==> config.mk <==
export PLATFORM = sky130hd
export DESIGN_NAME = sci_serial_channel
export DESIGN_NICKNAME = d
export VERILOG_FILES = /design/src/sci_serial_channel.v
export VERILOG_INCLUDE_DIRS = /design/src /design/src/include
export SDC_FILE = /design/constraint.sdc
export NUM_CORES = 1
export LEC_CHECK = 0
export ABC_AREA = 1
export BUFFER_PORTS_ARGS = -buffer_cell sky130_fd_sc_hd__buf_2
export CAP_MARGIN = 20
export CORE_MARGIN = 5
export CORE_UTILIZATION = 55
export DETAILED_ROUTE_END_ITERATION = 8
export PLACE_DENSITY = 0.73
export SLEW_MARGIN = 20
export SYNTH_ARGS = -nofsm -noshare
export SYNTH_HDL_FRONTEND = slang
export SYNTH_SLANG_ARGS = --single-unit
==> constraint.sdc <==
create_clock -name clk -period 2.4 [get_ports clk]
set_clock_uncertainty 0.2 [all_clocks]
set_input_delay 0.72 -clock clk [delete_from_list [all_inputs] [get_ports clk]]
set_output_delay 0.72 -clock clk [all_outputs]
set_load 0.03 [all_outputs]
==> src/include/sci_map.vh <==
// Register map and constants for the two-channel serial pin block.
// Assumes an 8-bit register port; each channel owns eight addresses.
`ifndef SCI_MAP_VH
`define SCI_MAP_VH
// Register port widths
`define SCI_ADDR_W      4
`define SCI_DATA_W      8
// Register index within a channel (address bit 3 picks the channel)
`define SCI_REG_CTRL    3'h0
`define SCI_REG_TXDATA  3'h1
`define SCI_REG_RXDATA  3'h2
`define SCI_REG_STATUS  3'h3
`define SCI_REG_AUX     3'h4
// Reset values
`define SCI_CTRL_RST    8'h00
`define SCI_AUX_RST     8'h00
// Control field positions
`define SCI_C_MODE_LO   0
`define SCI_C_FAC_LO    2
`define SCI_C_RXEN      4
`define SCI_C_DTR       5
`define SCI_C_WREN      6
`define SCI_C_WRFN      7
// Aux field positions
`define SCI_A_WRDIR     0
`define SCI_A_SYNC      1
// Status field positions
`define SCI_S_TXFULL    0
`define SCI_S_RXFULL    1
`define SCI_S_TXBUSY    2
`define SCI_S_RXBUSY    3
`define SCI_S_OVR       4
`define SCI_S_FRM       5
`define SCI_S_CLEAR     6
`define SCI_S_CARRIER   7
// Channel modes
`define SCI_MODE_ASYNC  2'h0
`define SCI_MODE_EXT    2'h1
`define SCI_MODE_INT    2'h2
// Clock factor codes and divisors
`define SCI_FAC_X1      2'h0
`define SCI_FAC_X16     2'h1
`define SCI_FAC_X32     2'h2
`define SCI_FAC_X64     2'h3
`define SCI_DIV_X1      7'h01
`define SCI_DIV_X16     7'h10
`define SCI_DIV_X32     7'h20
`define SCI_DIV_X64     7'h40
// Bits after the start bit: eight data plus one stop
`define SCI_TX_BITS     4'h9
`define SCI_RX_BITS     4'h9
`endif

==> src/sci_serial_channel.v <==
// Two serial channels with wait/ready, sync, modem-control pins.
// Assumes all channel pins are asynchronous to clk and slower than
// half its rate; the register port is on clk.
`timescale 1ns/1ps
`include "sci_map.vh"

// Function
// - Wait/ready pin role set by programming
// - Wait role: low stalls processor access
// - Ready role: low requests DMA transfer
// - Sync pin role follows channel mode
// - Receive clock divided by programmed factor in async mode, one clock per bit in sync modes
// - Transmit clock divided by programmed factor in async mode, one clock per bit in sync modes
// - Send request low while transmitting
// - Reception only while carrier detect low
// - Terminal ready follows software readiness
module sci_serial_channel (
  // Clock and reset
  input  wire                   clk,
  input  wire                   rst_n,
  // Register port
  input  wire [`SCI_ADDR_W-1:0] reg_addr,
  input  wire [`SCI_DATA_W-1:0] reg_wdata,
  input  wire                   reg_wr,
  input  wire                   reg_rd,
  output wire [`SCI_DATA_W-1:0] reg_rdata,
  // Channel A pins
  output wire                   chan_a_wait_ready_out,
  input  wire                   chan_a_sync_pin_in,
  output wire                   chan_a_sync_pin_out,
  output wire                   chan_a_sync_pin_oe,
  input  wire                   chan_a_receive_clock,
  input  wire                   chan_a_transmit_clock,
  input  wire                   chan_a_serial_in,
  output wire                   chan_a_serial_out,
  output wire                   chan_a_terminal_ready,
  output wire                   chan_a_send_request,
  input  wire                   chan_a_send_clearance,
  input  wire                   chan_a_carrier_detect,
  // Channel B pins
  output wire                   chan_b_wait_ready_out,
  input  wire                   chan_b_sync_pin_in,
  output wire                   chan_b_sync_pin_out,
  output wire                   chan_b_sync_pin_oe,
  input  wire                   chan_b_receive_clock,
  input  wire                   chan_b_transmit_clock,
  input  wire                   chan_b_serial_in,
  output wire                   chan_b_serial_out,
  output wire                   chan_b_terminal_ready,
  output wire                   chan_b_send_request,
  input  wire                   chan_b_send_clearance,
  input  wire                   chan_b_carrier_detect
);

  // One-hot states
  localparam [1:0] TX_IDLE  = 2'b01;
  localparam [1:0] TX_SHIFT = 2'b10;
  localparam [2:0] RX_IDLE  = 3'b001;
  localparam [2:0] RX_START = 3'b010;
  localparam [2:0] RX_DATA  = 3'b100;

  // Address match for one register of one channel
  function sel;
    input [`SCI_ADDR_W-1:0] a;
    input                   ch;
    input [2:0]             r;
    begin
      sel = (a == {ch, r});
    end
  endfunction

  // Divisor for a clock factor code
  function [6:0] fac_div;
    input [1:0] f;
    begin
      case (f)
        `SCI_FAC_X16: fac_div = `SCI_DIV_X16;
        `SCI_FAC_X32: fac_div = `SCI_DIV_X32;
        `SCI_FAC_X64: fac_div = `SCI_DIV_X64;
        default:      fac_div = `SCI_DIV_X1;
      endcase
    end
  endfunction

  // Raw pins, six per channel, channel A in the low half
  wire [11:0] pin_raw = {chan_b_sync_pin_in, chan_b_carrier_detect,
                         chan_b_send_clearance, chan_b_serial_in,
                         chan_b_transmit_clock, chan_b_receive_clock,
                         chan_a_sync_pin_in, chan_a_carrier_detect,
                         chan_a_send_clearance, chan_a_serial_in,
                         chan_a_transmit_clock, chan_a_receive_clock};

  wire [15:0] rview;        // Read view per channel
  wire [1:0]  pin_sout;     // Serial out per channel
  wire [1:0]  pin_rts;      // Send request per channel
  wire [1:0]  pin_dtr;      // Terminal ready per channel
  wire [1:0]  pin_wr;       // Wait/ready per channel
  wire [1:0]  pin_syo;      // Sync pin level per channel
  wire [1:0]  pin_syoe;     // Sync pin enable per channel
  reg  [7:0]  rdata_ff;     // Read data, valid one cycle after strobe

  genvar g;
  generate
    for (g = 0; g < 2; g = g + 1) begin : g_ch
      reg  [5:0] s1_ff;     // First sync stage, read only by s2_ff
      reg  [5:0] s2_ff;     // Second sync stage
      reg  [1:0] ck_d_ff;   // Delayed link clocks for edge finding
      reg  [7:0] ctrl_ff;   // Mode, factor, enables
      reg  [7:0] aux_ff;    // Wait/ready direction
      reg  [7:0] txbuf_ff;  // Pending transmit byte
      reg        txfull_ff; // Transmit byte pending
      reg  [1:0] txst_ff;   // Transmit state
      reg  [8:0] txsh_ff;   // Remaining data and stop
      reg  [3:0] txbits_ff; // Bits left to send
      reg  [5:0] txcnt_ff;  // Transmit prescaler
      reg        out_ff;    // Serial output
      reg  [2:0] rxst_ff;   // Receive state
      reg  [7:0] rxsh_ff;   // Receive shifter
      reg  [3:0] rxbits_ff; // Samples taken after start
      reg  [5:0] rxcnt_ff;  // Receive prescaler
      reg  [7:0] rxbuf_ff;  // Received byte
      reg        rxfull_ff; // Received byte unread
      reg        ovr_ff;    // Overrun, sticky
      reg        frm_ff;    // Framing error, sticky
      reg        rts_ff;    // Send request pin, active low
      reg        dtr_ff;    // Terminal ready pin, active low
      reg        wr_ff;     // Wait/ready pin, active low
      reg        syo_ff;    // Sync pin drive level
      reg        syoe_ff;   // Sync pin drive enable
      reg  [7:0] rv;        // Read view mux

      wire       rxc_s = s2_ff[0];
      wire       txc_s = s2_ff[1];
      wire       rxd_s = s2_ff[2];
      wire       cts_s = s2_ff[3];
      wire       dcd_s = s2_ff[4];
      wire       syn_s = s2_ff[5];
      wire [1:0] mode  = ctrl_ff[`SCI_C_MODE_LO +: 2];
      // Sync modes run at one clock per bit
      wire [1:0] fac   = (mode == `SCI_MODE_ASYNC) ?
                         ctrl_ff[`SCI_C_FAC_LO +: 2] : `SCI_FAC_X1;
      wire [6:0] div   = fac_div(fac);
      wire [5:0] last  = div[5:0] - 6'h01;
      wire [5:0] half  = div[6:1] - 6'h01;
      wire       rx_tick = rxc_s & ~ck_d_ff[0];
      wire       tx_tick = ~txc_s & ck_d_ff[1];
      wire       rx_ok = ctrl_ff[`SCI_C_RXEN] & ~dcd_s &
                         ((mode != `SCI_MODE_EXT) | ~syn_s);
      wire       wr_ctl = reg_wr & sel(reg_addr, g == 1, `SCI_REG_CTRL);
      wire       wr_aux = reg_wr & sel(reg_addr, g == 1, `SCI_REG_AUX);
      wire       wr_tx  = reg_wr & sel(reg_addr, g == 1, `SCI_REG_TXDATA);
      wire       wr_st  = reg_wr & sel(reg_addr, g == 1, `SCI_REG_STATUS);
      wire       rd_rx  = reg_rd & sel(reg_addr, g == 1, `SCI_REG_RXDATA);
      wire       tx_load = tx_tick & txst_ff[0] & txfull_ff & ~cts_s;
      wire       rx_done = rx_tick & rxst_ff[2] & (rxcnt_ff == last) &
                           (rxbits_ff == `SCI_RX_BITS - 4'h1) & rx_ok;

      // Two-stage synchronisers, then edge history on stage two
      always @(posedge clk or negedge rst_n) begin
        if (!rst_n) begin
          s1_ff   <= 6'h3f;
          s2_ff   <= 6'h3f;
          ck_d_ff <= 2'h3;
        end else begin
          s1_ff   <= pin_raw[g*6 +: 6];
          s2_ff   <= s1_ff;
          ck_d_ff <= s2_ff[1:0];
        end
      end

      // Software registers; a write while full replaces the byte
      always @(posedge clk or negedge rst_n) begin
        if (!rst_n) begin
          ctrl_ff   <= `SCI_CTRL_RST;
          aux_ff    <= `SCI_AUX_RST;
          txbuf_ff  <= 8'h00;
          txfull_ff <= 1'b0;
        end else begin
          if (wr_ctl)
            ctrl_ff <= reg_wdata;
          if (wr_aux)
            aux_ff <= reg_wdata;
          if (wr_tx)
            txbuf_ff <= reg_wdata;
          // New byte wins over the load that empties the buffer
          if (wr_tx)
            txfull_ff <= 1'b1;
          else if (tx_load)
            txfull_ff <= 1'b0;
        end
      end

      // Transmitter; a character once begun always finishes
      always @(posedge clk or negedge rst_n) begin
        if (!rst_n) begin
          txst_ff   <= TX_IDLE;
          txsh_ff   <= 9'h1ff;
          txbits_ff <= 4'h0;
          txcnt_ff  <= 6'h00;
          out_ff    <= 1'b1;
        end else begin
          case (txst_ff)
            TX_IDLE: begin
              if (tx_load) begin
                out_ff    <= 1'b0;
                txsh_ff   <= {1'b1, txbuf_ff};
                txbits_ff <= `SCI_TX_BITS;
                txcnt_ff  <= 6'h00;
                txst_ff   <= TX_SHIFT;
              end
            end
            TX_SHIFT: begin
              if (tx_tick) begin
                if (txcnt_ff != last) begin
                  txcnt_ff <= txcnt_ff + 6'h01;
                end else begin
                  txcnt_ff <= 6'h00;
                  if (txbits_ff == 4'h0) begin
                    txst_ff <= TX_IDLE;
                  end else begin
                    out_ff    <= txsh_ff[0];
                    txsh_ff   <= {1'b1, txsh_ff[8:1]};
                    txbits_ff <= txbits_ff - 4'h1;
                  end
                end
              end
            end
            default: txst_ff <= TX_IDLE;
          endcase
        end
      end

      // Receiver; loss of carrier abandons the character
      always @(posedge clk or negedge rst_n) begin
        if (!rst_n) begin
          rxst_ff   <= RX_IDLE;
          rxsh_ff   <= 8'h00;
          rxbits_ff <= 4'h0;
          rxcnt_ff  <= 6'h00;
        end else if (!rx_ok) begin
          rxst_ff <= RX_IDLE;
        end else begin
          case (rxst_ff)
            RX_IDLE: begin
              if (rx_tick && !rxd_s) begin
                rxcnt_ff  <= 6'h00;
                rxbits_ff <= 4'h0;
                // At one clock per bit the start is taken as seen
                rxst_ff   <= (fac == `SCI_FAC_X1) ? RX_DATA : RX_START;
              end
            end
            RX_START: begin
              if (rx_tick) begin
                if (rxcnt_ff != half) begin
                  rxcnt_ff <= rxcnt_ff + 6'h01;
                end else begin
                  rxcnt_ff <= 6'h00;
                  rxst_ff  <= rxd_s ? RX_IDLE : RX_DATA;
                end
              end
            end
            RX_DATA: begin
              if (rx_tick) begin
                if (rxcnt_ff != last) begin
                  rxcnt_ff <= rxcnt_ff + 6'h01;
                end else begin
                  rxcnt_ff  <= 6'h00;
                  rxbits_ff <= rxbits_ff + 4'h1;
                  if (rxbits_ff < `SCI_RX_BITS - 4'h1)
                    rxsh_ff <= {rxd_s, rxsh_ff[7:1]};
                  else
                    rxst_ff <= RX_IDLE;
                end
              end
            end
            default: rxst_ff <= RX_IDLE;
          endcase
        end
      end

      // Receive buffer and sticky errors; hardware set beats clear
      always @(posedge clk or negedge rst_n) begin
        if (!rst_n) begin
          rxbuf_ff  <= 8'h00;
          rxfull_ff <= 1'b0;
          ovr_ff    <= 1'b0;
          frm_ff    <= 1'b0;
        end else begin
          if (rx_done)
            rxbuf_ff <= rxsh_ff;
          if (rx_done)
            rxfull_ff <= 1'b1;
          else if (rd_rx)
            rxfull_ff <= 1'b0;
          if (rx_done && rxfull_ff && !rd_rx)
            ovr_ff <= 1'b1;
          else if (wr_st && reg_wdata[`SCI_S_OVR])
            ovr_ff <= 1'b0;
          if (rx_done && !rxd_s)
            frm_ff <= 1'b1;
          else if (wr_st && reg_wdata[`SCI_S_FRM])
            frm_ff <= 1'b0;
        end
      end

      // Handshake and sync pins, all registered
      always @(posedge clk or negedge rst_n) begin
        if (!rst_n) begin
          rts_ff  <= 1'b1;
          dtr_ff  <= 1'b1;
          wr_ff   <= 1'b1;
          syo_ff  <= 1'b1;
          syoe_ff <= 1'b0;
        end else begin
          rts_ff <= ~(txst_ff[1] | txfull_ff);
          dtr_ff <= ~ctrl_ff[`SCI_C_DTR];
          if (!ctrl_ff[`SCI_C_WREN])
            wr_ff <= 1'b1;
          else if (ctrl_ff[`SCI_C_WRFN])
            wr_ff <= ~(aux_ff[`SCI_A_WRDIR] ? rxfull_ff : ~txfull_ff);
          else
            wr_ff <= ~(aux_ff[`SCI_A_WRDIR] ? ~rxfull_ff : txfull_ff);
          syoe_ff <= (mode == `SCI_MODE_INT);
          // Low for one receive clock after each character
          if (rx_done)
            syo_ff <= 1'b0;
          else if (rx_tick)
            syo_ff <= 1'b1;
        end
      end

      // Read view; unused indices read as zero
      always @* begin
        rv = 8'h00;
        case (reg_addr[2:0])
          `SCI_REG_CTRL:   rv = ctrl_ff;
          `SCI_REG_TXDATA: rv = txbuf_ff;
          `SCI_REG_RXDATA: rv = rxbuf_ff;
          `SCI_REG_STATUS: rv = {dcd_s, cts_s, frm_ff, ovr_ff,
                                 ~rxst_ff[0], txst_ff[1],
                                 rxfull_ff, txfull_ff};
          `SCI_REG_AUX:    rv = {6'h00, syn_s, aux_ff[`SCI_A_WRDIR]};
          default:         rv = 8'h00;
        endcase
      end

      assign rview[g*8 +: 8] = rv;
      assign pin_sout[g]     = out_ff;
      assign pin_rts[g]      = rts_ff;
      assign pin_dtr[g]      = dtr_ff;
      assign pin_wr[g]       = wr_ff;
      assign pin_syo[g]      = syo_ff;
      assign pin_syoe[g]     = syoe_ff;
    end
  endgenerate

  // Read data stand only in the cycle after the strobe
  always @(posedge clk or negedge rst_n) begin
    if (!rst_n)
      rdata_ff <= 8'h00;
    else if (reg_rd)
      rdata_ff <= reg_addr[3] ? rview[15:8] : rview[7:0];
    else
      rdata_ff <= 8'h00;
  end

  assign reg_rdata             = rdata_ff;
  assign chan_a_serial_out     = pin_sout[0];
  assign chan_b_serial_out     = pin_sout[1];
  assign chan_a_send_request   = pin_rts[0];
  assign chan_b_send_request   = pin_rts[1];
  assign chan_a_terminal_ready = pin_dtr[0];
  assign chan_b_terminal_ready = pin_dtr[1];
  assign chan_a_wait_ready_out = pin_wr[0];
  assign chan_b_wait_ready_out = pin_wr[1];
  assign chan_a_sync_pin_out   = pin_syo[0];
  assign chan_b_sync_pin_out   = pin_syo[1];
  assign chan_a_sync_pin_oe    = pin_syoe[0];
  assign chan_b_sync_pin_oe    = pin_syoe[1];

endmodule // sci_serial_channel

---- After elaboration in Yosys (flattened, before gate mapping) ----
Cells that the tools add are included.
storage, ports and cells
  flip-flop bits (word level) ............. 190
  output and inout port bits .............. 20
operators by class
  eq/ne operators ......................... 73
  $lt $le $gt $ge ......................... 2
  bitwise operators ....................... 62
  multiplexer cells ....................... 122
  add/sub/neg operators ................... 12
  reductions and logical operators ........ 54
operators with widths
  cell                 count
  $mux 6               16
  $pmux 8 s5           2
  $mux 9               8
  $mux 4               14
  $mux 3               18
  $pmux 7 s3           2
  $reduce_and 5->1     8
  $ne 2x2->1 const B   18
  $ne 3x3->1 const B   12
  $ne 6x6->1           6
  $pmux 6 s3           2
  $pmux 9 s2           2
  $mux 1               34
  $and 1x1->1          32
  $pmux 4 s2           4
  $eq 4x4->1 const B   7
  $reduce_bool 2->1    14
  $not 1->1            26
  $add 6x1->6 const B  4
  $pmux 6 s2           2
  $sub 6x1->6 const B  4
  $mux 2               10
  $pmux 3 s3           2
  $eq 2x2->1 const B   8
  other kinds (25)     70

---- Longest topological paths before layout ----
  word-level depth ........................ 12
  gate-level depth with buffers ........... 14
  mapped depth without buffers ............ 13

---- Worst setup path after synthesis ----
No wires, ideal clock.
  kind .................................... flip-flop to flip-flop
  start point ............................. register g_ch[0].ctrl_ff[1]
  end point ............................... register g_ch[0].txbits_ff[3]
  period minus slack after synthesis ...... 2.030 ns
  required time ........................... 2.082 ns
  library setup time ...................... 0.118 ns
  stages on the path, launching flop included .. 13
  path buffers ............................ 1
  setup slack ............................. 0.370 ns
  data arrival time ....................... 1.712 ns
  cells stage by stage .................... dfrtp_1 -> nor2_2 -> nand2_1 -> ha_1 -> inv_1 -> nand2_1 -> o22ai_1 -> nand3_2 -> nand2_4 -> nand3_4 -> buf_6 -> nand2_1 -> nand2_1
on the way
  word-level cells in the longest chain between the ends .. 8
  elaborated cells on any way between the ends .. 10
  classes of those cells .................. 1 x add/sub; 5 x eq/ne; 2 x mux; 2 x reduce/logical
RTL lines
  what                                             RTL line                  text
  start: declaration                               sci_serial_channel.v:108  reg [7:0] ctrl_ff;
  start signal: assignment                         sci_serial_channel.v:174  ctrl_ff <= `SCI_CTRL_RST;
  start signal: assignment                         sci_serial_channel.v:180  ctrl_ff <= reg_wdata;
  $logic_not 2->1 (no line) (*)                    --
  $mux 2 (no line) (*)                             --
  $eq 2x2->1 / $eq 2x1->1 (equally long branches)  sci_serial_channel.v:76   case (f)
  $pmux 7 s3 (*)                                   sci_serial_channel.v:76
  $sub 6x1->6 (*)                                  sci_serial_channel.v:143  wire [5:0] last = div[5:0] - 6'h01;
  $ne 6x6->1 (*)                                   sci_serial_channel.v:214  if (txcnt_ff != last) begin
  $ne 2x2->1 (no line) (*)                         --
  $reduce_and 5->1 (no line) (*)                   --
  end signal: assignment                           sci_serial_channel.v:207  txbits_ff <= `SCI_TX_BITS;
  end signal: assignment                           sci_serial_channel.v:223  txbits_ff <= txbits_ff - 4'h1;
  end: declaration                                 sci_serial_channel.v:114  reg [3:0] txbits_ff;
Mark *: on every way between the ends. The rest lies on a longest branch, timed or not.
A chain may end at the register's enable or synchronous reset.

---- Worst setup path after layout ----
  start point ............................. register g_ch[0].ctrl_ff[1]
  end point ............................... register g_ch[0].rxsh_ff[1]
on the way
  word-level cells in the longest chain between the ends .. 8
  elaborated cells on any way between the ends .. 13
  classes of those cells .................. 1 x add/sub; 5 x eq/ne; 2 x mux; 3 x bitwise; 2 x reduce/logical
RTL lines
  what                                             RTL line                  text
  $logic_not 2->1 (no line)                        --
  $mux 2 (no line)                                 --
  $eq 2x2->1 / $eq 2x1->1 (equally long branches)  sci_serial_channel.v:76
  $pmux 7 s3                                       sci_serial_channel.v:76
  $sub 6x1->6                                      sci_serial_channel.v:143
  $ne 6x6->1                                       sci_serial_channel.v:264  if (rxcnt_ff != last) begin
  $not 1->1 (no line)                              --
  $reduce_and 5->1 (no line) (*)                   --
  end signal: assignment                           sci_serial_channel.v:270  rxsh_ff <= {rxd_s, rxsh_ff[7:1]};
  end: declaration                                 sci_serial_channel.v:118  reg [7:0] rxsh_ff;
Marked as above.

==> out/metrics.cfg <==
[detailed_routing]
met3_length_um=1130
drt_drc_violations_left=0
vias=7619
first_iter_violations=666
finalWirelength_um=21300
met2WireLength_um=9590
drt-met1-wl_um=10200
ant_nets=0
dr.max_layer_used=met5
wl_per_cell_um=14.8
drtPass1Iterations=5
viasPerCell=5.31

[timing]
tightest_slew_ns=0.518
period_share_pct=96.8
rsz0062_at_grt=true
fmax_mhz=430
setup_viol=0
setup_slack_ns=0.0762
hold_viol=0
layout_min_cycle_time_ns=2.32
slew_headroom_pct=65.2
drv_slew=0

[synthesis]
synth_adder_area_share_pct=2.61
async_flop_share_pct=100
yosys.area_share.xor_xnor_pct=2.01
synth_top_family_by_area=simple AND/OR/NAND/NOR gates
synth_compound_area_share_pct=8.27
synthMuxAreaShare_pct=0
ys_types=45
synth-edff-count=0
avgSynthCellArea_um2=8.42
yosysTopAreaCell=dfrtp_1
syn_nets=1185
ys_ff_latch=188
netlist_top_cells_area=dfrtp_1 34%, dfstp_2 16%, nand2_1 14%
synth_top_area_share_pct=34.0
synthCells=1137
synthesis.area_um2=9570
ys_seq_area_share_pct=49.9
synth_flop_cell=dfrtp_1
yosysWarnings=0
synthSimpleGateAreaFrac_pct=30.2

[final_layout]
layout_commonest_cell=nand2_1
final_cell_mix=353 x nand2_1, 130 x dfrtp_1, 117 x inv_1
layout-drive-gt1-share_pct=19.9
num_antenna_cells=0
final_cells=1435
nNetsFinal=1246
fillerInstances=1545
ff_latch_area_um2=4780
multi_input_area_um2=4120
areaGrowthSynthToFinish_pct=11.8

[floorplan]
die-area_um2=20100
start_util_pct=55.7
die_width_um=142
design.core.area_um2=17200
num_rows=48
die_y_um=142
ios=48

[global_routing]
grt_pass1_vias=7226
grt_max_degree=42
grt_pass1_wl_um=36100
grt_antenna_before_repair=1
grt_usage_pct=22.3
grt_overflow=0

[setup_path]
start_kind=flip-flop
rrSetupSlack_ns=0.08
endpoint_kind=flip-flop
crit_fanout=16
critPathBufInv=2
slowest_stage=dfrtp_1
worstPathArrival_ns=2.44
ff2ff_path_depth=12
cp_num_cells=12
cp_top_family=simple AND/OR/NAND/NOR gates
cp_cell_sequence=nor2_2 -> nand2_2 -> ha_1 -> inv_1 -> nor2_1 -> nand3_1 -> nand2_1 -> nand3_2 -> inv_2 -> nand3_2 -> nand2_1 -> o21ai_2
crit_required_ns=2.51
slowest_delay_ns=0.40
worstSetupPathType=reg -> reg

[cts]
clock-root-buffer=clkbuf_16
clock-sinks=188
clockBufferDepth=2
cts_resized=0
postCtsHoldBufs=0
cts_tree=yes
insertion_delay_ns=0.43
clkTransAtPathRegs_ns=0.07
htreeDepth=4
cts_setup_buffers=0
cts_made_buffers=17

[min_path]
holdCritPathClass=in -> async

[place]
dp_hpwl_um=15300
place.gp.congestion=0.899
dp_cells=1404
port_buffers=47
place_ws_ns=0.103

[job]
drv_cap=0

[run_status]
status=complete, no violations

[power]
power_density_nw_per_um2=889
p_leak_nw=5.38
vdd_drop_max_uv=676

## routing by layer
layer	up-vias	global-route usage, %
met3	27	4.57
met4	2	6.31
met1	3598	33.0
li1	3789	-
met5	-	0
met2	203	33.5
## flip-flops by register name, indices dropped and copies added (netlist names), 12 cells and up
signal / count
g_ch.txsh_ff: 16
g_ch.ctrl_ff: 16
g_ch.rxcnt_ff: 12
g_ch.rxsh_ff: 16
g_ch.txbuf_ff: 16
g_ch.s1_ff: 12
g_ch.s2_ff: 12
g_ch.rxbuf_ff: 16
g_ch.txcnt_ff: 12
## stage by stage
| step | setup TNS (ns) | utilization, % | total power [W] | hold slack [ns] | cell area (um2) |
|---|---|---|---|---|---|
| floorplan | 0 | - | 0.00611 | 0.145 | 9570 |
| global placement | 0 | 58.9 | 0.00667 | 0.146 | 10100 |
| detailed placement | 0 | 58.9 | 0.00673 | 0.147 | 10100 |
| CTS | 0 | 62.3 | 0.00957 | 0.0202 | 10700 |
| global route | -1.47 | 62.3 | 0.0101 | 0.0205 | 10700 |
| finish | 0 | 62.3 | 0.00952 | 0.00778 | 10700 |
## cells in the mapped netlist (3+ instances only)
master,instances
o21ai_1,35
buf_2,11
dfrtp_1,130
nand2_1,353
ha_1,20
nor2_2,3
inv_2,11
nand4_1,43
nor3_1,9
o22ai_1,6
clkbuf_1,3
nor2_8,3
a31oi_1,3
nand3_2,6
a21oi_1,8
dfstp_2,58
or2_2,5
nand3_1,69
o31ai_1,5
nand2_4,4
o21ai_0,61
o21ai_2,10
nor2_1,75
a22oi_1,4
xor2_1,15
nand2_2,29
nand3_4,6
xnor2_1,7
buf_4,4
inv_1,117
buf_6,5
a211oi_1,3
## path summary, 6_finish.rpt
check / from / endpoint
setup / recovery: g_ch[0].ctrl_ff[1]$_DFFE_PN0P_ / g_ch[0].rxsh_ff[1]$_DFFE_PN0P_
hold / removal: rst_n / g_ch[0].rxst_ff[2]$_DFFE_PN0P_
setup reg to reg: g_ch[0].ctrl_ff[1]$_DFFE_PN0P_ / g_ch[0].rxsh_ff[1]$_DFFE_PN0P_
hold reg to reg: g_ch[0].s1_ff[2]$_DFF_PN1_ / g_ch[0].s2_ff[2]$_DFF_PN1_
max in group asynchronous: rst_n / g_ch[0].s1_ff[3]$_DFF_PN1_
min in group clk: g_ch[0].s1_ff[2]$_DFF_PN1_ / g_ch[0].s2_ff[2]$_DFF_PN1_
## where the power goes
group / internal [W] / switching, W
clock network: 0.00161 / 0.00121
logic: 0.000827 / 0.00174
registers: 0.00376 / 0.000376
total: 0.00620 / 0.00332
## cells by family (layout without fill, tap and decap cells)
logic type      Yosys count  after routing
buf+inv                 155            228
flops                   188            188
xor+xnor                 22             22
simple gates            614            614
compound gates          138            138
fa+ha+maj                20             20
## cell type report
| type | count | area share [%] |
|---|---|---|
| clock buffers | 21 | 4.39 |
| clock inverters | 10 | 1.08 |
| inverters | 131 | 4.69 |
| flip-flops and latches | 188 | 44.6 |
| multi-input cells | 794 | 38.5 |
| well taps | 225 | 2.63 |
| repair buffers | 66 | 4.08 |
(Power assumes the default switching activity.)
